--- config.mk ---
export PLATFORM = sky130hd
export DESIGN_NAME = exec_unit
export DESIGN_NICKNAME = d
export VERILOG_FILES = /design/src/design/exec_unit_pkg.sv /design/src/design/exec_unit.sv /design/src/design/bcd_adjust.sv
export VERILOG_INCLUDE_DIRS = /design/src /design/src/design
export SDC_FILE = /design/constraint.sdc
export NUM_CORES = 2
export LEC_CHECK = 0
export BUFFER_PORTS_ARGS = -buffer_cell sky130_fd_sc_hd__buf_2
export CORE_MARGIN = 2
export CORE_UTILIZATION = 25
export CTS_CLUSTER_DIAMETER = 80
export DETAILED_ROUTE_END_ITERATION = 10
export PLACE_DENSITY = 0.34
export SYNTH_ARGS = -nofsm -noshare
export SYNTH_HDL_FRONTEND = slang
export SYNTH_SLANG_ARGS = --single-unit
--- constraint.sdc ---
create_clock -name hclk -period 28.3 [get_ports hclk]
set_input_delay 4.245 -clock hclk [delete_from_list [all_inputs] [get_ports hclk]]
set_output_delay 4.245 -clock hclk [all_outputs]
set_load 0.01 [all_outputs]
--- src/design/exec_unit_map.svh ---
// constants for the compare, decimal adjust and return execution unit
`ifndef EXEC_UNIT_MAP_SVH
`define EXEC_UNIT_MAP_SVH
`define ADDR_CTRL          32'h0000_0000
`define ADDR_INSTR         32'h0000_0004
`define ADDR_WORKING_REGISTER          32'h0000_0008
`define ADDR_TOS           32'h0000_000C
`define ADDR_STATUS        32'h0000_0010
`define ADDR_PC            32'h0000_0014
`define ADDR_MEM_BASE      32'h0000_0400
`define CTRL_DC_BIT        0
`define CTRL_GID_BIT       1
`define STAT_BUSY_BIT      0
`define STAT_SKIP_BIT      1
`define STAT_UNK_BIT       2
`define OP_CPFS_HI         8'h30
`define OP_DAW_HI          7'h17
`define OP_RETURN_FROM_INTERRUPT          16'h0005
`define OP_RETURN_WITH_LITERAL_HI        8'hB6
`define BCD_LIMIT          4'h9
`define BCD_ADJ            4'h6
`define RESET_PC           16'h0000
`define RESET_PC_HIGH_LATCH       8'h00
`define MEM_DEPTH          256
`endif

--- src/design/exec_unit_pkg.sv ---
// types shared by the execution unit
package exec_unit_pkg;
	typedef enum logic [2:0] {
		op_none_type_v,
		op_cmp,
		op_bcd,
		op_rfi,
		op_rlw
	} op_kind_type;
	typedef enum logic [1:0] {
		st_idle,
		st_exec,
		st_nop
	} exec_state_type;
endpackage : exec_unit_pkg

--- src/design/exec_unit.sv ---
// execution unit for compare-skip, decimal adjust and the two returns
`timescale 1ns/1ps
`default_nettype none
`include "exec_unit_map.svh"
module exec_unit (
	input  wire logic        hclk,
	input  wire logic        hresetn,
	input  wire logic        hsel,
	input  wire logic [31:0] haddr,
	input  wire logic [1:0]  htrans,
	input  wire logic        hwrite,
	input  wire logic [2:0]  hsize,
	input  wire logic [31:0] hwdata,
	input  wire logic        hready,
	output logic      [31:0] hrdata,
	output logic             hreadyout,
	output logic             hresp
);
	exec_unit_pkg::exec_state_type state;
	exec_unit_pkg::op_kind_type    kind;
	logic [15:0] instr;
	logic [7:0]  working_register;
	logic [15:0] top_of_stack;
	logic [15:0] pc;
	logic [7:0]  pc_high_latch;
	logic        digit_carry_flag;
	logic        carry_flag;
	logic        global_interrupt_disable;
	logic        skip_done;
	logic        unknown_op;
	logic [7:0]  mem [0:`MEM_DEPTH-1];
	logic        ph_valid;
	logic        ph_write;
	logic [31:0] ph_addr;
	logic        go;
	logic [7:0]  operand;
	logic [7:0]  bcd_value;
	logic        bcd_carry;
	logic        mem_we;
	logic [7:0]  mem_wdata;
	logic        settling;

	// decode one instruction word into its kind
	function automatic exec_unit_pkg::op_kind_type decode(
		input logic [15:0] word
	);
		exec_unit_pkg::op_kind_type k;
		k = exec_unit_pkg::op_none_type_v;
		if (word[15:8] == `OP_CPFS_HI) begin
			k = exec_unit_pkg::op_cmp;
		end else if (word[15:9] == `OP_DAW_HI) begin
			k = exec_unit_pkg::op_bcd;
		end else if (word == `OP_RETURN_FROM_INTERRUPT) begin
			k = exec_unit_pkg::op_rfi;
		end else if (word[15:8] == `OP_RETURN_WITH_LITERAL_HI) begin
			k = exec_unit_pkg::op_rlw;
		end
		return k;
	endfunction : decode

	// register read mux, shared by address-phase loads and stall reloads
	function automatic logic [31:0] read_word(
		input logic [31:0] addr
	);
		logic [31:0] w;
		w = 32'h0000_0000;
		if (addr[31:10] == 22'h000001) begin
			w = {24'h000000, mem[addr[9:2]]};
		end else begin
			case (addr)
				`ADDR_CTRL:   w = {30'h0, global_interrupt_disable,
				                   digit_carry_flag};
				`ADDR_INSTR:  w = {16'h0000, instr};
				`ADDR_WORKING_REGISTER:   w = {24'h000000, working_register};
				`ADDR_TOS:    w = {16'h0000, top_of_stack};
				`ADDR_STATUS: w = {28'h0, carry_flag, unknown_op,
				                   skip_done, 1'b0};
				`ADDR_PC:     w = {8'h00, pc_high_latch, pc};
				default:      w = 32'h0000_0000;
			endcase
		end
		return w;
	endfunction : read_word

	// stall while executing and for one settle cycle after it
	assign hreadyout = (state == exec_unit_pkg::st_idle && !settling)
	                   || !ph_valid;
	assign hresp     = 1'b0;
	assign operand   = mem[instr[7:0]];

	// address phase capture; transfers wait while an instruction runs
	always_ff @(posedge hclk or negedge hresetn) begin
		if (!hresetn) begin
			ph_valid <= 1'b0;
			ph_write <= 1'b0;
			ph_addr  <= 32'h0000_0000;
		end else if (hready) begin
			ph_valid <= hsel && htrans[1];
			ph_write <= hwrite;
			ph_addr  <= haddr;
		end
	end

	// writing the instruction register starts execution
	assign go = ph_valid && ph_write && hreadyout
	            && (ph_addr == `ADDR_INSTR);

	bcd_adjust u_bcd (
		.value_in    (working_register),
		.digit_carry (digit_carry_flag),
		.carry_in    (carry_flag),
		.value_out   (bcd_value),
		.carry_out   (bcd_carry)
	);

	// sequencer: execute cycle, then an optional forced no-op
	always_ff @(posedge hclk or negedge hresetn) begin
		if (!hresetn) begin
			state <= exec_unit_pkg::st_idle;
			kind  <= exec_unit_pkg::op_none_type_v;
			instr <= 16'h0000;
		end else begin
			case (state)
				exec_unit_pkg::st_idle: begin
					if (go) begin
						instr <= hwdata[15:0];
						kind  <= decode(hwdata[15:0]);
						state <= exec_unit_pkg::st_exec;
					end
				end
				exec_unit_pkg::st_exec: begin
					case (kind)
						exec_unit_pkg::op_cmp:
							state <= (operand < working_register)
							       ? exec_unit_pkg::st_nop
							       : exec_unit_pkg::st_idle;
						exec_unit_pkg::op_rfi,
						exec_unit_pkg::op_rlw:
							state <= exec_unit_pkg::st_nop;
						default:
							state <= exec_unit_pkg::st_idle;
					endcase
				end
				exec_unit_pkg::st_nop: begin
					state <= exec_unit_pkg::st_idle;
				end
				default: begin
					state <= exec_unit_pkg::st_idle;
				end
			endcase
		end
	end

	// memory write strobe: decimal adjust in the execute cycle, bus writes to memory while idle
	always_comb begin
		mem_we    = 1'b0;
		mem_wdata = bcd_value;
		if (state == exec_unit_pkg::st_exec
		    && kind == exec_unit_pkg::op_bcd) begin
			mem_we = 1'b1;
		end else if (state == exec_unit_pkg::st_idle && ph_valid
		             && ph_write && ph_addr[31:10] == 22'h000001) begin
			mem_we    = 1'b1;
			mem_wdata = hwdata[7:0];
		end
	end

	// data memory; no reset, software initialises it
	always_ff @(posedge hclk) begin
		if (mem_we) begin
			if (state == exec_unit_pkg::st_exec) begin
				mem[instr[7:0]] <= mem_wdata;
			end else begin
				mem[ph_addr[9:2]] <= mem_wdata;
			end
		end
	end

	// working register and flags
	always_ff @(posedge hclk or negedge hresetn) begin
		if (!hresetn) begin
			working_register <= 8'h00;
			carry_flag       <= 1'b0;
			digit_carry_flag <= 1'b0;
		end else if (state == exec_unit_pkg::st_exec) begin
			if (kind == exec_unit_pkg::op_bcd) begin
				carry_flag <= bcd_carry;
				if (!instr[8]) begin
					working_register <= bcd_value;
				end
			end else if (kind == exec_unit_pkg::op_rlw) begin
				working_register <= instr[7:0];
			end
		end else if (state == exec_unit_pkg::st_idle && ph_valid
		             && ph_write) begin
			if (ph_addr == `ADDR_WORKING_REGISTER) begin
				working_register <= hwdata[7:0];
			end
			if (ph_addr == `ADDR_CTRL) begin
				digit_carry_flag <= hwdata[`CTRL_DC_BIT];
			end
		end
	end

	// program counter, latch, stack top, interrupt disable
	always_ff @(posedge hclk or negedge hresetn) begin
		if (!hresetn) begin
			pc                       <= `RESET_PC;
			pc_high_latch            <= `RESET_PC_HIGH_LATCH;
			top_of_stack             <= 16'h0000;
			global_interrupt_disable <= 1'b0;
		end else if (state == exec_unit_pkg::st_exec) begin
			case (kind)
				exec_unit_pkg::op_rfi: begin
					pc                       <= top_of_stack;
					global_interrupt_disable <= 1'b0;
				end
				exec_unit_pkg::op_rlw: begin
					pc <= top_of_stack;
				end
				exec_unit_pkg::op_cmp: begin
					pc <= (operand < working_register) ? pc + 16'h0002
					                                   : pc + 16'h0001;
				end
				default: begin
					pc <= pc + 16'h0001;
				end
			endcase
		end else if (state == exec_unit_pkg::st_idle && ph_valid
		             && ph_write) begin
			if (ph_addr == `ADDR_TOS) begin
				top_of_stack <= hwdata[15:0];
			end
			if (ph_addr == `ADDR_PC) begin
				pc            <= hwdata[15:0];
				pc_high_latch <= hwdata[23:16];
			end
			if (ph_addr == `ADDR_CTRL) begin
				global_interrupt_disable <= hwdata[`CTRL_GID_BIT];
			end
		end
	end

	// record of the last instruction outcome, rewritten each execute cycle
	always_ff @(posedge hclk or negedge hresetn) begin
		if (!hresetn) begin
			skip_done  <= 1'b0;
			unknown_op <= 1'b0;
		end else if (state == exec_unit_pkg::st_exec) begin
			skip_done  <= (kind == exec_unit_pkg::op_cmp)
			              && (operand < working_register);
			unknown_op <= (kind == exec_unit_pkg::op_none_type_v);
		end
	end

	// settle flag: the results of the last execute cycle land on the
	// same edge that ends it, so a stalled read reloads one cycle later
	always_ff @(posedge hclk or negedge hresetn) begin
		if (!hresetn) begin
			settling <= 1'b0;
		end else begin
			settling <= (state != exec_unit_pkg::st_idle);
		end
	end

	// read data; unmapped addresses read zero
	// a read taken while an instruction runs would hold stale values,
	// so it is fetched again each stalled cycle from the held address
	always_ff @(posedge hclk or negedge hresetn) begin
		if (!hresetn) begin
			hrdata <= 32'h0000_0000;
		end else if (hready && hsel && htrans[1] && !hwrite) begin
			hrdata <= read_word(haddr);
		end else if (ph_valid && !ph_write && !hreadyout) begin
			hrdata <= read_word(ph_addr);
		end
	end
endmodule : exec_unit
`default_nettype wire

--- src/design/bcd_adjust.sv ---
// combinational decimal adjust of the working register
`timescale 1ns/1ps
`default_nettype none
`include "exec_unit_map.svh"
module bcd_adjust (
	input  wire logic [7:0] value_in,
	input  wire logic       digit_carry,
	input  wire logic       carry_in,
	output logic      [7:0] value_out,
	output logic            carry_out
);
	logic [4:0] low_sum;
	logic [4:0] high_sum;
	logic       low_fix;
	logic       high_fix;
	// low nibble then high nibble, each corrected by six
	always_comb begin
		low_fix  = (value_in[3:0] > `BCD_LIMIT) || digit_carry;
		low_sum  = low_fix ? ({1'b0, value_in[3:0]} + {1'b0, `BCD_ADJ})
		                   : {1'b0, value_in[3:0]};
		high_sum = {1'b0, value_in[7:4]} + {4'h0, low_sum[4]};
		high_fix = (high_sum > 5'h09) || carry_in;
		if (high_fix) begin
			high_sum = high_sum + 5'h06;
		end
		value_out = {high_sum[3:0], low_sum[3:0]};
		carry_out = high_fix | high_sum[4];
	end
endmodule : bcd_adjust
`default_nettype wire

---- After elaboration in Yosys (flattened, before gate mapping) ----
Memories as Yosys holds them, arrays and structs flattened.
Cells that the tools add are included.
operators by class
  $lt $le $gt $ge ......................... 3
  add/subtract/negate cells ............... 5
  multiplexer cells ....................... 44
  equal/unequal tests ..................... 25
  bitwise operators ....................... 2
  reduce and logical (&&, ||, !) cells .... 43
operators with widths
  operator                                                                 count
  24-bit case mux with 6 select lines                                      2
  32-bit by 4-bit equality test with 1-bit output (second input constant)  4
  32-bit by 5-bit equality test with 1-bit output (second input constant)  4
  8-bit 2-to-1 mux                                                         10
  32-bit by 3-bit equality test with 1-bit output (second input constant)  2
  32-bit logical NOT                                                       2
  16-bit 2-to-1 mux                                                        4
  32-bit 2-to-1 mux                                                        2
  24-bit 2-to-1 mux                                                        2
  22-bit by 1-bit equality test with 1-bit output (second input constant)  2
  16-bit case mux with 2 select lines                                      1
  16-bit by 1-bit adder with 16-bit output (second input constant)         1
  16-bit by 2-bit adder with 16-bit output (second input constant)         1
  16-bit by 3-bit equality test with 1-bit output (second input constant)  1
  1-bit logical AND                                                        15
  1-bit 2-to-1 mux                                                         13
  3-bit 2-to-1 mux                                                         4
  3-bit AND reduction                                                      4
  2-bit nonzero test                                                       6
  5-bit 2-to-1 mux                                                         2
  8-bit by 6-bit equality test with 1-bit output (second input constant)   1
  8-bit equality test (second input constant)                              1
  8-bit < comparator                                                       1
  2-bit case mux with 2 select lines                                       2
  24 further kinds                                                         35
storage, ports and cells
  output and inout bits ................... 34
  memory bits (writable) .................. 2,048
  input port bits ......................... 74
  logic and storage cells ................. 140
  register bits after elaboration ......... 141
  memories ................................ 1
memories
  memory  words  bits a word  rd ports  clocked after memory_dff  write ports  line             RTL
  mem     256    8            3         0                         1            exec_unit.sv:31  logic [7:0] mem [0:`MEM_DEPTH-1];

---- Longest topological paths before layout ----
  word-level depth ........................ 10
  depth in mapped cells ................... 18
  depth with buffers taken out ............ 15

---- Cells and area by module ----
From an unflattened synthesis, not the netlist that was laid out.
unflattened totals
  cells, all modules ...................... 5,915
  area total of the unflattened synthesis .. 118,997.9 um2
by module, submodules not included
  module      cells an instance  area each (um2)  times used  sequential area each (um2)
  exec_unit   5,880              118,760.2        1           64,827.2
  bcd_adjust  35                 237.7            1           0.0

---- Least setup slack after synthesis ----
No wires, ideal clock.
  path kind ............................... reg-to-reg
  start point ............................. reg ph_addr[16]
  end point ............................... mem mem[0][1] (data pin)
  setup time .............................. 2.187 ns
  path buffers ............................ 2
  arrival ................................. 11.166 ns
  required time ........................... 26.113 ns
  path slack .............................. 14.947 ns
  period minus slack after synthesis ...... 13.353 ns
  stages on the path, launching flop included .. 9
  path through ............................ dfrtp_1 > nor4_1 > nand4_1 > nor2_1 > nand2_1 > nor2_1 > clkbuf_1 > buf_1 > o21ai_0
between the ends
  cells in the longest elaborated chain, start to end .. 5
ends and longest elaborated chain
  item                                             line              RTL
  start, declared                                  exec_unit.sv:34   logic [31:0] ph_addr;
  start signal, assigned                           exec_unit.sv:100  ph_addr <= haddr;
  22-bit by 1-bit equality test with 1-bit output  exec_unit.sv:162  && ph_write && ph_addr[31:10] == 22'h000001) begin
  1-bit logical AND                                exec_unit.sv:162
  8-bit 2-to-1 mux                                 exec_unit.sv:161  end else if (state == exec_unit_pkg::st_idle && ph_valid
  8-bit 2-to-1 mux                                 exec_unit.sv:158  if (state == exec_unit_pkg::st_exec
  via mem_wdata[1]                                 exec_unit.sv:40   logic [7:0] mem_wdata;
  8-bit 2-to-1 mux (no source line)                --
  end, declared                                    exec_unit.sv:31
The timed path passes the listed nets, and every way through them passes these cells.

---- Final worst setup path ----
  start point ............................. reg instr[0]
  end point ............................... reg pc[12]
between the ends
  cells in the longest elaborated chain, start to end .. 5
ends and longest elaborated chain
  item                                 line              RTL
  start, declared                      exec_unit.sv:21   logic [15:0] instr;
  start signal, assigned               exec_unit.sv:126  instr <= hwdata[15:0];
  memory read 256 x 8 bit              --
  8-bit < comparator                   exec_unit.sv:222  pc <= (operand < working_register) ? pc + 16'h0002
  16-bit 2-to-1 mux                    exec_unit.sv:222
  16-bit case mux with 2 select lines  exec_unit.sv:213  case (kind)
  16-bit 2-to-1 mux                    exec_unit.sv:212  end else if (state == exec_unit_pkg::st_exec) begin
  end signal, assigned                 exec_unit.sv:215  pc <= top_of_stack;
  end signal, assigned                 exec_unit.sv:222
  end signal, assigned                 exec_unit.sv:226  pc <= pc + 16'h0001;
  end, declared                        exec_unit.sv:24   logic [15:0] pc;
No other way between the ends.
A chain may end at the register's enable or synchronous reset.

==> impl_metrics.env <==
export IMPL_vias=69700
export IMPL_r2r_cells=17
export IMPL_cts_resized=0
export IMPL_clock_path_buffers=4
export IMPL_ys_warn_count=0
export IMPL_gp_congestion=0.802
export IMPL_maxCapViolCount=0
export IMPL_drtAntennaViolNets=0
export IMPL_grt_pass1_wl_um=695000
export IMPL_die_h_um=695
export IMPL_die_w_um=695
export IMPL_crit_slowest_cell="dfrtp_4"
export IMPL_crit_path_max_fanout=38
export IMPL_arrival_ns=10.79
export IMPL_viasPerCell=5.47
export IMPL_finalHoldViolations=0
export IMPL_post_drt_wl_per_cell_um=40.9
export IMPL_layout_common_cells="2,048 x edfxtp_1, 1,971 x mux4_2, 306 x buf_4"
export IMPL_clkTransAtPathRegs_ns=0.06
export IMPL_p_per_area_nw_per_um2=56.7
export IMPL_synth_edf_count=2048
export IMPL_worst_pin_slew_ns=1.31
export IMPL_slew_viol_final=0
export IMPL_cts_hold_buf=0
export IMPL_holdCritStartpoint="pc_high_latch[7]$_DFFE_PN0P_"
export IMPL_drt_pass1_iter_count=8
export IMPL_grt_max_degree=130
export IMPL_track_usage_pct=21.3
export IMPL_clock_sinks=2181
export IMPL_hold_end="pc_high_latch[7]$_DFFE_PN0P_"
export IMPL_crit_top_cell="buf_4"
export IMPL_fin_worst_skew_ns=0.0653
export IMPL_setup_viol=0
export IMPL_drtIter0Drc=8224
export IMPL_insertion_delay_ns=1.00
export IMPL_gr_total_overflow=0
export IMPL_hold_class="reg -> reg"
export IMPL_rows=253
export IMPL_port_buffers=86
export IMPL_die_area_um2=483000
export IMPL_finalCritPeriodShare_pct=34.9
export IMPL_min_path_cells=2
export IMPL_cts_root_buffer="clkbuf_16"
export IMPL_postSynth_asyncResetShare_pct=6.10
export IMPL_outcome="finished clean"
export IMPL_clock_fmax_ghz=0.101
export IMPL_fillerInstances=46500
export IMPL_final_nets=6210
export IMPL_yosys_register_bits=2181
export IMPL_tns_ns=0
export IMPL_critical_path_class="reg -> reg"
export IMPL_core_um2=475000
export IMPL_rsz0062_at_grt="false"
export IMPL_io_pins=108
export IMPL_synth_cell_area_um2=119000
export IMPL_hpwlAfterDp_um=329000
export IMPL_r2r_start="instr[0]$_DFFE_PN0P_"
export IMPL_routed_wl_um=520000
export IMPL_place_ws_ns=17.43
export IMPL_fin_ws_ns=18.42
export IMPL_final_common_cell="edfxtp_1"
export IMPL_synth_avg_cell_area_um2=19.9
export IMPL_ys_seq_area_share_pct=54.3
export IMPL_h_tree_depth=5
export IMPL_cp_slowest_stage_delay_ns=0.99
export IMPL_reg2reg_slack_ns=18.42
export IMPL_antenna_found_initial=43
export IMPL_relSlewSlack_pct=12.5
export IMPL_period_minus_slack_ns=9.88
export IMPL_area_delta_synth_final_pct=15.3
export IMPL_r2r_end="pc[12]$_DFFE_PN0P_"
export IMPL_drc=0
export IMPL_cp_cell_sequence="buf_4 -> buf_4 -> buf_4 -> buf_4 -> buf_4 -> mux4_2 -> mux4_2 -> mux4_2 -> mux4_2 -> ha_1 -> o21ai_0 -> nand2b_1 -> a21oi_1 -> o21ai_1 -> nand2_1 -> mux2_2 -> o221ai_1"
export IMPL_grt_pass1_vias=71800
export IMPL_postCtsSetupRepairBufs=0
export IMPL_vdd_ir_drop_worst_mv=0.0437
export IMPL_endpoint_kind="register"
export IMPL_synth_cells=5982
export IMPL_leakagePower_nw=42.5
export IMPL_yosys_most_used_dff="edfxtp_1"
export IMPL_setup_worst_path_start_class="register"
export IMPL_drive_gt1_share_pct=47.3
export IMPL_netlist_cell_type_count=73
export IMPL_worstPathRequired_ns=29.21
export IMPL_initial_core_util_pct=25.1
export IMPL_cts_tree="done"
export IMPL_numCtsBuffers=292
==> cell usage after synthesis (all sizes together) (11+ instances only) <==
cell | number | share of area (%)
dfrtp | 133 | 2.8
ha | 14 | 0.15
inv | 18 | 0.057
mux2i | 97 | 0.81
edfxtp | 2048 | 52
and2 | 16 | 0.084
a221oi | 16 | 0.12
o22ai | 11 | 0.058
and3 | 13 | 0.068
mux4 | 1971 | 37
nand4 | 21 | 0.11
nand2 | 240 | 0.75
clkbuf | 287 | 0.90
xnor2 | 16 | 0.12
o21ai | 91 | 0.38
a222oi | 21 | 0.18
nor2b | 12 | 0.063
a22oi | 34 | 0.21
nor2 | 324 | 1.0
a21o | 11 | 0.069
nor4 | 12 | 0.063
mux2 | 68 | 0.64
a22o | 18 | 0.13
nor3 | 19 | 0.080
a21oi | 28 | 0.12
buf | 283 | 1.3
nand3 | 35 | 0.15
==> routing by layer <==
layer  vias up  GRT usage, %  share of wire (%)
met3       551          3.38                5.4
met5         -             0             0.0092
met2      2614          34.8                 48
met4         8          5.31                2.7
met1     39500          29.5                 44
li1      27000             -                  -
==> metrics by stage <==
step / power [mW] / hold WS, ns / util (%) / instances / cell area, µm²
after floorplan: 3.93 / 0.447 / - / 5990 / 119000
after global placement: 4.18 / 0.466 / 27.0 / 12200 / 128000
after detailed placement: 4.18 / 0.463 / 27.0 / 12200 / 128000
after CTS: 7.93 / 0.478 / 29.0 / 12700 / 138000
after global routing: 8.05 / 0.499 / 29.0 / 12700 / 138000
final: 7.81 / 0.474 / 29.0 / 12700 / 138000
==> registers in the layout, indices dropped and copies added (netlist names), 2 cells and up <==
signal            cells
mem                2048
ph_addr              32
hrdata               24
instr                16
pc                   16
top_of_stack         16
pc_high_latch         8
working_register      8
kind                  3
state                 2
==> cell type report <==
type	instances	area, µm²	share of cell area, %
flip-flops and latches	2181	64900	47.1
multi-input cells	3219	52300	38.0
well taps	6375	7980	5.80
clock buffers	372	7830	5.69
repair buffers	408	3100	2.25
clock inverters	142	1410	1.03
inverters	20	91.3	0.0664
diodes	15	37.5	0.0273
==> how the worst max path moves through the flow <==
stage,slack (ns),end,start,cells after the start
2_1_floorplan,14.95,mem[0][1]$_DFFE_PP_,ph_addr[16]$_DFFE_PN0P_,8
3_3_place_gp,17.39,hrdata[1]$_DFFE_PN0P_,haddr[2],12
3_5_place_dp,17.43,hrdata[1]$_DFFE_PN0P_,haddr[2],12
4_1_cts,18.21,pc[12]$_DFFE_PN0P_,instr[0]$_DFFE_PN0P_,18
5_1_grt,17.81,pc[12]$_DFFE_PN0P_,instr[0]$_DFFE_PN0P_,18
6_report,18.42,pc[12]$_DFFE_PN0P_,instr[0]$_DFFE_PN0P_,17
==> worst max-delay path: cells and delay by family, from the launching register on <==
kind	cells	cell delay, ns
flip-flops	1	0.99
buffers and inverters	5	3.68
AND/OR/NAND/NOR	2	0.51
multiplexers	5	2.87
adder cells (fa/ha/maj)	1	0.30
AO/OA/AOI/OAI	4	1.14
==> power by group <==
part	total (mW)	switching [mW]	internal (mW)	leakage (nW)
clock	3.71	1.53	2.18	4.51
sequential	3.54	0.0240	3.51	20.4
combinational	0.566	0.354	0.211	17.5
total	7.81	1.90	5.90	42.5
==> cell families (layout without fill, tap and decap cells) <==
family / Yosys count / after routing / synth area share, %
DFF: 2181 / 2181 / 54.3
and+or+nand+nor: 723 / 723 / 2.58
adders and majority gates: 14 / 14 / 0.147
other: 1 / 24 / 0.00314
buffers and inverters: 590 / 942 / 2.27
AOI/OAI and AO/OA: 312 / 312 / 1.84
xor gates and xnor gates: 25 / 25 / 0.184
muxes: 2136 / 2136 / 38.7
Note: power is estimated with default switching activity, not from simulation.
